`src/scbc_map.vh`:
```
// Register map, command codes and timing constants of the command block
`ifndef SCBC_MAP_VH
`define SCBC_MAP_VH

// Register word indexes; byte address is four times the index
`define SCBC_REG_CTRL 4'h0
`define SCBC_REG_CMD 4'h1
`define SCBC_REG_LBA 4'h2
`define SCBC_REG_BUF 4'h3
`define SCBC_REG_BCNT 4'h4
`define SCBC_REG_BLK 4'h5
`define SCBC_REG_OPT 4'h6
`define SCBC_REG_PACE 4'h7
`define SCBC_REG_END_INT 4'h8
`define SCBC_REG_STAT 4'h9

// Control register fields
`define SCBC_CTRL_GO 0
`define SCBC_CTRL_UNIT_HI 7
`define SCBC_CTRL_UNIT_LO 4

// Command words, with the two option bits masked out
`define SCBC_OP_MASK 16'hff3f
`define SCBC_OP_INFO 16'h1c0a
`define SCBC_OP_READ 16'h1c01
`define SCBC_OP_CAP 16'h1c09

// Target operation codes
`define SCBC_TGT_READ 8'h28
`define SCBC_TGT_CAP 8'h25

// Transfer sizes in 16-bit words; the read size limit in bytes
`define SCBC_INFO_WORDS 24'h00_0009
`define SCBC_CAP_WORDS 24'h00_0004
`define SCBC_MAX_BYTES 32'h00ff_ffff

// Fixed information block contents
`define SCBC_INT_LEVEL 8'h0e
`define SCBC_NUM_PUN 8'h07
`define SCBC_NUM_LUN 8'h08
`define SCBC_NUM_LDN 8'h10
`define SCBC_CONN_32 4'h0
`define SCBC_CONN_16 4'h1

// Timing: reported figures, cycles derived at 100 MHz
`define SCBC_CLK_HZ 64'd100000000
`define SCBC_BUSY_MAX_S 8'h1e
`define SCBC_INT_OFF_US 8'h01
`define SCBC_BUSY_CYCLES (`SCBC_BUSY_MAX_S * `SCBC_CLK_HZ)

// Status bits
`define SCBC_ST_OK 0
`define SCBC_ST_LIMIT 1
`define SCBC_ST_BADCMD 2

`endif

```
`src/scbc_cmd.v`:
```
// Command block interpreter: info, read data and read capacity
//
// Added by the designer: the placing of the registers and the Avalon-MM interface to the registers.
`timescale 1ns/10ps
`include "scbc_map.vh"

// Contract
// - Info command writes status block to buffer
// - Word 0 holds fixed identification code
// - Word 1 holds option registers two, three
// - Word 2 holds option four, level 0E
// - Word 3 top nibble reports connector width
// - Word 4 holds unit and LUN counts
// - Word 5 high byte reports sixteen devices
// - Word 5 low byte is pacing factor
// - Word 6 high byte busy time; obeyed
// - Word 6 low byte interrupt-off time; obeyed
// - Read data issues target read, moves blocks
// - Read limited to 65535 blocks, 16MB-1
// - Capacity command returns capacity block
module scbc_cmd #(
  parameter [63:0] BUSY_CYCLES = `SCBC_BUSY_CYCLES,
  parameter [15:0] ID_CODE = 16'h5a3c, // Arbitrary identification value
  parameter [7:0] END_INT_CODE = 8'h02 // End-of-interrupt request code
) (
  input wire clk,
  input wire sys_rst,
  input wire [3:0] avs_address,
  input wire avs_read,
  input wire avs_write,
  input wire [31:0] avs_writedata,
  output reg [31:0] avs_readdata,
  output wire avs_waitrequest,
  input wire conn_16bit_pin,
  output wire tgt_req_valid,
  input wire tgt_req_ready,
  output reg [7:0] tgt_op,
  output reg [3:0] tgt_unit,
  output reg [31:0] tgt_lba,
  output reg [15:0] tgt_blocks,
  output reg [15:0] tgt_blklen,
  input wire tgt_dvalid,
  input wire [15:0] tgt_ddata,
  output wire tgt_dready,
  output reg dma_valid,
  input wire dma_ready,
  output reg [31:0] dma_addr,
  output reg [15:0] dma_data,
  output reg dma_last,
  output reg busy,
  output reg intr
);

  // One-hot states
  // One bit per state; a stray code falls back to idle
  localparam [4:0] S_IDLE = 5'b00001;
  localparam [4:0] S_INFO = 5'b00010;
  localparam [4:0] S_ISSUE = 5'b00100;
  localparam [4:0] S_XFER = 5'b01000;
  localparam [4:0] S_DONE = 5'b10000;

  // Command block registers loaded by software, then the status result
  // Loaded ones written only while idle, so a running command sees a frozen copy; stat_r is set by the sequencer
  reg [31:0] cmd_r; // Enable word high, command word low
  reg [31:0] lba_r; // Logical block address
  reg [31:0] buf_r; // System buffer address
  reg [31:0] bcnt_r; // System buffer byte count
  reg [31:0] blk_r; // Block length high, block count low
  reg [23:0] opt_r; // Option-select registers 4, 3, 2
  reg [7:0] pace_r; // DMA pacing factor in percent
  reg [2:0] stat_r; // Outcome of the last command

  // Sequencer state
  reg [4:0] state_r;
  reg [23:0] left_r; // Words still to be presented
  reg [3:0] idx_r; // Info block word index
  reg [31:0] next_addr_r; // Address of the next word
  reg [63:0] busy_cnt_r; // Time since reset release, held once busy drops
  reg rd_done_r; // Read answer stands this cycle

  // Connector strap synchroniser, three stages
  reg conn_s1_r;
  reg conn_s2_r;
  reg conn_s3_r;
  reg conn_16_r; // Filtered connector width

  // Command word with the two option bits masked off
  wire [15:0] opcode = cmd_r[15:0] & `SCBC_OP_MASK;
  // Read size in bytes; 16 by 16 bits always fits in 32
  wire [31:0] total = blk_r[31:16] * blk_r[15:0];
  // Output stage takes a word when empty or emptying this cycle
  wire slot_free = !dma_valid || dma_ready;
  wire wr_ctrl = avs_write && (avs_address == `SCBC_REG_CTRL);
  wire go = wr_ctrl && avs_writedata[`SCBC_CTRL_GO];
  // Only the agreed end code clears the flag; other values are ignored
  wire end_int_wr = avs_write && (avs_address == `SCBC_REG_END_INT) &&
                    (avs_writedata[7:0] == END_INT_CODE);
  // Info words are made here, read words come from the target
  wire info_load = (state_r == S_INFO) && (left_r != 24'h00_0000) &&
                   slot_free;
  wire xfer_load = tgt_dvalid && tgt_dready;
  wire load = info_load || xfer_load;
  // Finished once every word is counted and the stage is empty
  wire drained = (left_r == 24'h00_0000) && !dma_valid;

  // Word of the information block selected by index
  function [15:0] info_word;
    input [3:0] idx;
    begin
      case (idx)
        4'h0: info_word = ID_CODE;
        4'h1: info_word = {opt_r[7:0], opt_r[15:8]};
        4'h2: info_word = {opt_r[23:16], `SCBC_INT_LEVEL};
        4'h3: info_word = {(conn_16_r ? `SCBC_CONN_16 : `SCBC_CONN_32),
                           12'h000};
        4'h4: info_word = {`SCBC_NUM_PUN, `SCBC_NUM_LUN};
        4'h5: info_word = {`SCBC_NUM_LDN, pace_r};
        4'h6: info_word = {`SCBC_BUSY_MAX_S, `SCBC_INT_OFF_US};
        default: info_word = 16'h0000; // Words 7 and 8 reserved
      endcase
    end
  endfunction

  // Word count of a transfer in bytes; an odd byte rounds up
  // Within the size limit the sum fits in bits 24 to 0
  function [23:0] words_of;
    input [31:0] bytes;
    reg [31:0] sum;
    begin
      sum = bytes + 32'h0000_0001;
      words_of = sum[24:1];
    end
  endfunction

  // Target request stands while waiting for acceptance
  assign tgt_req_valid = (state_r == S_ISSUE);
  // Target data stalls whenever the output stage is full and not emptying this cycle
  assign tgt_dready = (state_r == S_XFER) && slot_free &&
                      (left_r != 24'h00_0000);
  // Reads take one wait state so read data come from a flop
  assign avs_waitrequest = avs_read && !rd_done_r;

  // Strap synchroniser; only stages two and three are compared
  // A pulse shorter than two cycles never reaches the filtered value
  always @(posedge clk or posedge sys_rst) begin
    if (sys_rst) begin
      conn_s1_r <= 1'b0;
      conn_s2_r <= 1'b0;
      conn_s3_r <= 1'b0;
      conn_16_r <= 1'b0;
    end else begin
      conn_s1_r <= conn_16bit_pin;
      conn_s2_r <= conn_s1_r;
      conn_s3_r <= conn_s2_r;
      if (conn_s2_r == conn_s3_r) begin
        conn_16_r <= conn_s3_r;
      end
    end
  end

  // Busy after reset until the initialisation time has run out
  // 64 bits so the full thirty-second figure fits at any clock rate
  always @(posedge clk or posedge sys_rst) begin
    if (sys_rst) begin
      busy_cnt_r <= 64'h0000_0000_0000_0000;
      busy <= 1'b1;
    end else if (busy) begin
      // Counter stops with busy, so it never wraps
      busy_cnt_r <= busy_cnt_r + 64'h0000_0000_0000_0001;
      if (busy_cnt_r >= BUSY_CYCLES - 64'h0000_0000_0000_0001) begin
        busy <= 1'b0;
      end
    end
  end

  // Software-written registers
  // Byte count is kept for readback; length comes from the block fields
  always @(posedge clk or posedge sys_rst) begin
    if (sys_rst) begin
      cmd_r <= 32'h0000_0000;
      lba_r <= 32'h0000_0000;
      buf_r <= 32'h0000_0000;
      bcnt_r <= 32'h0000_0000;
      blk_r <= 32'h0000_0000;
      opt_r <= 24'h00_0000;
      pace_r <= 8'h00;
    end else if (avs_write && (state_r == S_IDLE)) begin
      // Command block is frozen while a command runs
      case (avs_address)
        `SCBC_REG_CMD: cmd_r <= avs_writedata;
        `SCBC_REG_LBA: lba_r <= avs_writedata;
        `SCBC_REG_BUF: buf_r <= avs_writedata;
        `SCBC_REG_BCNT: bcnt_r <= avs_writedata;
        `SCBC_REG_BLK: blk_r <= avs_writedata;
        `SCBC_REG_OPT: opt_r <= avs_writedata[23:0];
        `SCBC_REG_PACE: pace_r <= avs_writedata[7:0];
        default: begin
          // Other offsets store nothing here
        end
      endcase
    end
  end

  // Bus read answer, registered
  // One wait state per read buys a flopped read data path
  always @(posedge clk or posedge sys_rst) begin
    if (sys_rst) begin
      rd_done_r <= 1'b0;
      avs_readdata <= 32'h0000_0000;
    end else begin
      rd_done_r <= avs_read && !rd_done_r;
      if (avs_read && !rd_done_r) begin
        case (avs_address)
          `SCBC_REG_CTRL: avs_readdata <= {29'h0000_0000, intr,
                                           (state_r != S_IDLE), busy};
          `SCBC_REG_CMD: avs_readdata <= cmd_r;
          `SCBC_REG_LBA: avs_readdata <= lba_r;
          `SCBC_REG_BUF: avs_readdata <= buf_r;
          `SCBC_REG_BCNT: avs_readdata <= bcnt_r;
          `SCBC_REG_BLK: avs_readdata <= blk_r;
          `SCBC_REG_OPT: avs_readdata <= {8'h00, opt_r};
          `SCBC_REG_PACE: avs_readdata <= {24'h00_0000, pace_r};
          `SCBC_REG_STAT: avs_readdata <= {29'h0000_0000, stat_r};
          default: avs_readdata <= 32'h0000_0000; // Unmapped reads zero
        endcase
      end
    end
  end

  // Completion flag: set by the end of a command, cleared by end code
  // Clearing takes one cycle, far below the reported microsecond
  always @(posedge clk or posedge sys_rst) begin
    if (sys_rst) begin
      intr <= 1'b0;
    end else if (state_r == S_DONE) begin
      intr <= 1'b1; // Set wins over a clear in the same cycle
    end else if (end_int_wr) begin
      intr <= 1'b0;
    end
  end

  // Output word stage toward system memory
  // A new word may load in the same cycle the old one is taken
  always @(posedge clk or posedge sys_rst) begin
    if (sys_rst) begin
      dma_valid <= 1'b0;
      dma_data <= 16'h0000;
      dma_addr <= 32'h0000_0000;
      dma_last <= 1'b0;
    end else if (load) begin
      dma_valid <= 1'b1;
      dma_data <= info_load ? info_word(idx_r) : tgt_ddata;
      dma_addr <= next_addr_r;
      dma_last <= (left_r == 24'h00_0001);
    end else if (dma_ready) begin
      // Nothing new: the stage empties once the sink takes the word
      dma_valid <= 1'b0;
    end
  end

  // Command sequencer
  always @(posedge clk or posedge sys_rst) begin
    if (sys_rst) begin
      state_r <= S_IDLE;
      left_r <= 24'h00_0000;
      idx_r <= 4'h0;
      next_addr_r <= 32'h0000_0000;
      stat_r <= 3'b000;
      tgt_op <= 8'h00;
      tgt_unit <= 4'h0;
      tgt_lba <= 32'h0000_0000;
      tgt_blocks <= 16'h0000;
      tgt_blklen <= 16'h0000;
    end else begin
      // Address and count advance on every word loaded
      if (load) begin
        next_addr_r <= next_addr_r + 32'h0000_0002;
        left_r <= left_r - 24'h00_0001;
        idx_r <= idx_r + 4'h1;
      end
      case (state_r)
        S_IDLE: begin
          // A start while still busy from reset is ignored
          if (go && !busy) begin
            next_addr_r <= buf_r;
            idx_r <= 4'h0;
            stat_r <= 3'b000;
            tgt_unit <= avs_writedata[`SCBC_CTRL_UNIT_HI:`SCBC_CTRL_UNIT_LO];
            tgt_lba <= lba_r;
            tgt_blocks <= blk_r[15:0];
            tgt_blklen <= blk_r[31:16];
            if (opcode == `SCBC_OP_INFO) begin
              left_r <= `SCBC_INFO_WORDS;
              state_r <= S_INFO;
            end else if (opcode == `SCBC_OP_READ) begin
              // Zero-block-count or oversize reads end at once with a limit error
              if ((blk_r[15:0] == 16'h0000) ||
                  (total > `SCBC_MAX_BYTES)) begin
                stat_r[`SCBC_ST_LIMIT] <= 1'b1;
                state_r <= S_DONE;
              end else begin
                left_r <= words_of(total);
                tgt_op <= `SCBC_TGT_READ;
                state_r <= S_ISSUE;
              end
            end else if (opcode == `SCBC_OP_CAP) begin
              left_r <= `SCBC_CAP_WORDS;
              tgt_op <= `SCBC_TGT_CAP;
              state_r <= S_ISSUE;
            end else begin
              stat_r[`SCBC_ST_BADCMD] <= 1'b1;
              state_r <= S_DONE;
            end
          end
        end
        S_INFO: begin
          if (drained) begin
            stat_r[`SCBC_ST_OK] <= 1'b1;
            state_r <= S_DONE;
          end
        end
        S_ISSUE: begin
          // Fields were captured at start and stand until ready
          if (tgt_req_ready) begin
            state_r <= S_XFER;
          end
        end
        S_XFER: begin
          // Ends only after the last word has left the stage
          if (drained) begin
            stat_r[`SCBC_ST_OK] <= 1'b1;
            state_r <= S_DONE;
          end
        end
        S_DONE: begin
          // One cycle here raises the completion flag
          state_r <= S_IDLE;
        end
        default: begin
          // Any code off the one-hot set recovers to idle
          state_r <= S_IDLE;
        end
      endcase
    end
  end

endmodule

```
`config.mk`:
```
export PLATFORM = sky130hd
export DESIGN_NAME = scbc_cmd
export DESIGN_NICKNAME = d
export VERILOG_FILES = /design/src/scbc_cmd.v
export VERILOG_INCLUDE_DIRS = /design/src
export SDC_FILE = /design/constraint.sdc
export NUM_CORES = 2
export LEC_CHECK = 0
export BUFFER_PORTS_ARGS = -buffer_cell sky130_fd_sc_hd__buf_2
export CORE_MARGIN = 3
export CORE_UTILIZATION = 55
export CTS_CLUSTER_DIAMETER = 120
export DETAILED_ROUTE_END_ITERATION = 12
export PLACE_DENSITY = 0.74
export SYNTH_ARGS = -nofsm -noshare
export SYNTH_HDL_FRONTEND = slang
export SYNTH_SLANG_ARGS = --single-unit
```
`constraint.sdc`:
```
create_clock -name clk -period 26.4 [get_ports clk]
set_input_delay 5.28 -clock clk [delete_from_list [all_inputs] [get_ports clk]]
set_output_delay 5.28 -clock clk [all_outputs]
set_load 0.02 [all_outputs]
```
==> flow_summary.toml <==
[layout]
final_cell_mix = "nand2_1, dfrtp_1, inv_1"
final_common_cell = "nand2_1"
postLayoutCellArea_um2 = 34100
area_delta_synth_final_pct = 11.41
nets = 3543
fin_cells = 3956
num-fill-cells = 4455
multiInputGateArea_um2 = 16890
final_layout_size_suffix_gt1_frac = 0.1843
regArea_um2 = 12110

[timing]
tightest_slew_ns = 1.210
period_share = 0.4345
tns_ns = 0
fin_worst_skew_ns = 0.03598
slew_headroom = 0.1935
min_period_ns = 11.47
slew_viol_final = 0
setup_violations = 0
fin_ws_ns = 14.93
fmax_ghz = 0.08717
rsz0062_at_grt = "false"
hold_viol = 0

[placed_design]
place_inst = 3861
gp_congestion = 0.9347
place_area_um2 = 32350
io_buffers = 218
post-place-ws_ns = 14.95
place.detailed.hpwl_um = 61720

[logic_synthesis]
netlist_instances = 3034
synth_top_area_cell = "dfrtp_1"
synth_cell_types = 83
synth.top_cells.by_area = "dfrtp_1, fa_1, mux2_2"
synthesis.area_um2 = 30610
synth_edf_count = 0
synthArstFlopShare = 1.000
avgSynthCellArea_um2 = 10.09
yosysTopAreaCellShare = 0.3941
yosysWarnings = 0
ys_seq_area_frac = 0.3958
ys_ff_latch = 484
yosys_most_used_dff = "dfrtp_1"

[global_route]
grt_max_degree = 196
grt_pass1_wl_um = 137200
grt_pass1_vias = 24513
overflow = 0
grt_usage = 0.2950
antenna_found_initial = 5

[min_path]
worstHoldPathType = "flop to flop"

[flow_run]
maxCapViolCount = 0

[clocking]
cts_root_buf = "clkbuf_16"
post_cts_resized = 0
clock_path_buffers = 3
tritoncts = "built"
h-tree-depth = 2
holdBufCountCts = 0
post-cts-setup-buffer-count = 0
clk-insertion-delay-late_ns = 0.62
cts.sink_count = 484
path_clk_slew_ns = 0.06
cts_inserted_buffers = 51

[floorplanning]
die_width_um = 241.9
io_pins = 223
rows = 85
dieArea_um2 = 58520
start_util = 0.5621
core_area_um2 = 54450
die_y_um = 241.9

[worst_setup_path]
crit_fanout = 35
cp.required_ns = 21.12
arrival_ns = 6.19
end_kind = "primary output"
cp-start-kind = "input pin"
setup.worst_path.class = "input pin to primary output"

[detailed_routing]
vias = 23809
drc_errors = 0
avgViaCountPerCell = 6.018
routed_wl_um = 86710
ant_nets = 0
drt_iter0_markers = 2288
avgRoutedWirePerCell_um = 21.92
first_pass_iters = 10

[status]
status = "completed"
[Yosys cell counts (10+ instances only)]
library cell and count:
o21ai_0 73, xnor2_1 103, nand2b_1 11, or3_1 14, and3_1 23, ha_1 114, a22o_1 33, a21o_1 10
fa_1 194, nand2_1 526, nor4_1 25, nor2_1 111, nand3_1 66, inv_1 262, a22oi_1 29, a21oi_1 80
and2_1 132, and4_1 17, mux2_2 229, nor3_1 40, nand4_1 32, xor2_1 49, buf_1 21, a211oi_1 11
o21ai_1 21, clkbuf_1 139, a31oi_1 10, a222oi_1 47, dfrtp_1 482
[worst max-delay path, cell delays in order]
cell and delay (ns):
buf_2 0.10, nand2b_1 0.07, buf_4 0.44, inv_1 0.11
buf_2 0.18
[flip-flops by register name, summed over array words and instances (netlist names), 3 cells and up]
register,cells
blk_r,32
cmd_r,32
tgt_lba,32
dma_data,16
buf_r,32
bcnt_r,32
tgt_blocks,16
lba_r,32
opt_r,24
dma_addr,32
next_addr_r,32
state_r,5
left_r,24
idx_r,4
tgt_op,3
tgt_unit,4
tgt_blklen,16
avs_readdata,32
stat_r,3
busy_cnt_r,64
pace_r,8
[path summary, 6_finish.rpt]
| path | startpoint | to | slack [ns] | cells after the start |
|---|---|---|---|---|
| max | avs_read | avs_waitrequest | 14.93 | 5 |
| min | conn_s1_r | conn_s2_r | 0.36 | 0 |
| max reg2reg | blk_r[21] | left_r[1] | 17.93 | 20 |
| min reg2reg | conn_s1_r | conn_s2_r | 0.36 | 0 |
| max in group asynchronous | sys_rst | left_r[12] | 20.04 | 3 |
| min in group asynchronous | sys_rst | tgt_lba[14] | 4.79 | 2 |
[cell type report]
type                            count  area share
Clock inverter                     18    0.008109
Timing Repair Buffer              260     0.04198
Inverter                          262     0.02906
Clock buffer                       73     0.04278
Sequential cell                   484      0.3553
Tap cell                          739     0.02712
Antenna cell                        4   0.0002935
Multi-Input combinational cell   2116      0.4954
[metal layers]
| layer | up-vias | part of all wire | global-route usage |
|---|---|---|---|
| met5 | - | 0 | 0 |
| met2 | 1036 | 0.47 | 0.4734 |
| met3 | 200 | 0.096 | 0.07084 |
| li1 | 10461 | - | - |
| met1 | 12112 | 0.40 | 0.3949 |
| met4 | 0 | 0.035 | 0.1034 |
[stage by stage]
step	util	hold WS, ns
after floorplan	-	0.3312
after global placement	0.5942	0.3359
after detailed placement	0.5942	0.3440
after CTS	0.6260	0.3596
after global routing	0.6262	0.3704
final	0.6262	0.3601
[cell families (layout without fill, tap and decap cells)]
logic type               after synthesis  count (layout)  share of synthesized area
AND/OR/NAND/NOR                     1036            1036                     0.1589
flip-flops                           484             484                     0.3958
adder cells (fa/ha/maj)              309             309                     0.1738
buffers and inverters                437             613                    0.05482
multiplexers                         235             235                    0.08621
XOR/XNOR                             152             152                    0.04349
other                                  1               8                  0.0001225
AO/OA/AOI/OAI                        380             380                    0.08691
Power is not shown: default switching activity piles up to over one toggle a cycle in this logic, so the estimate is an artifact.
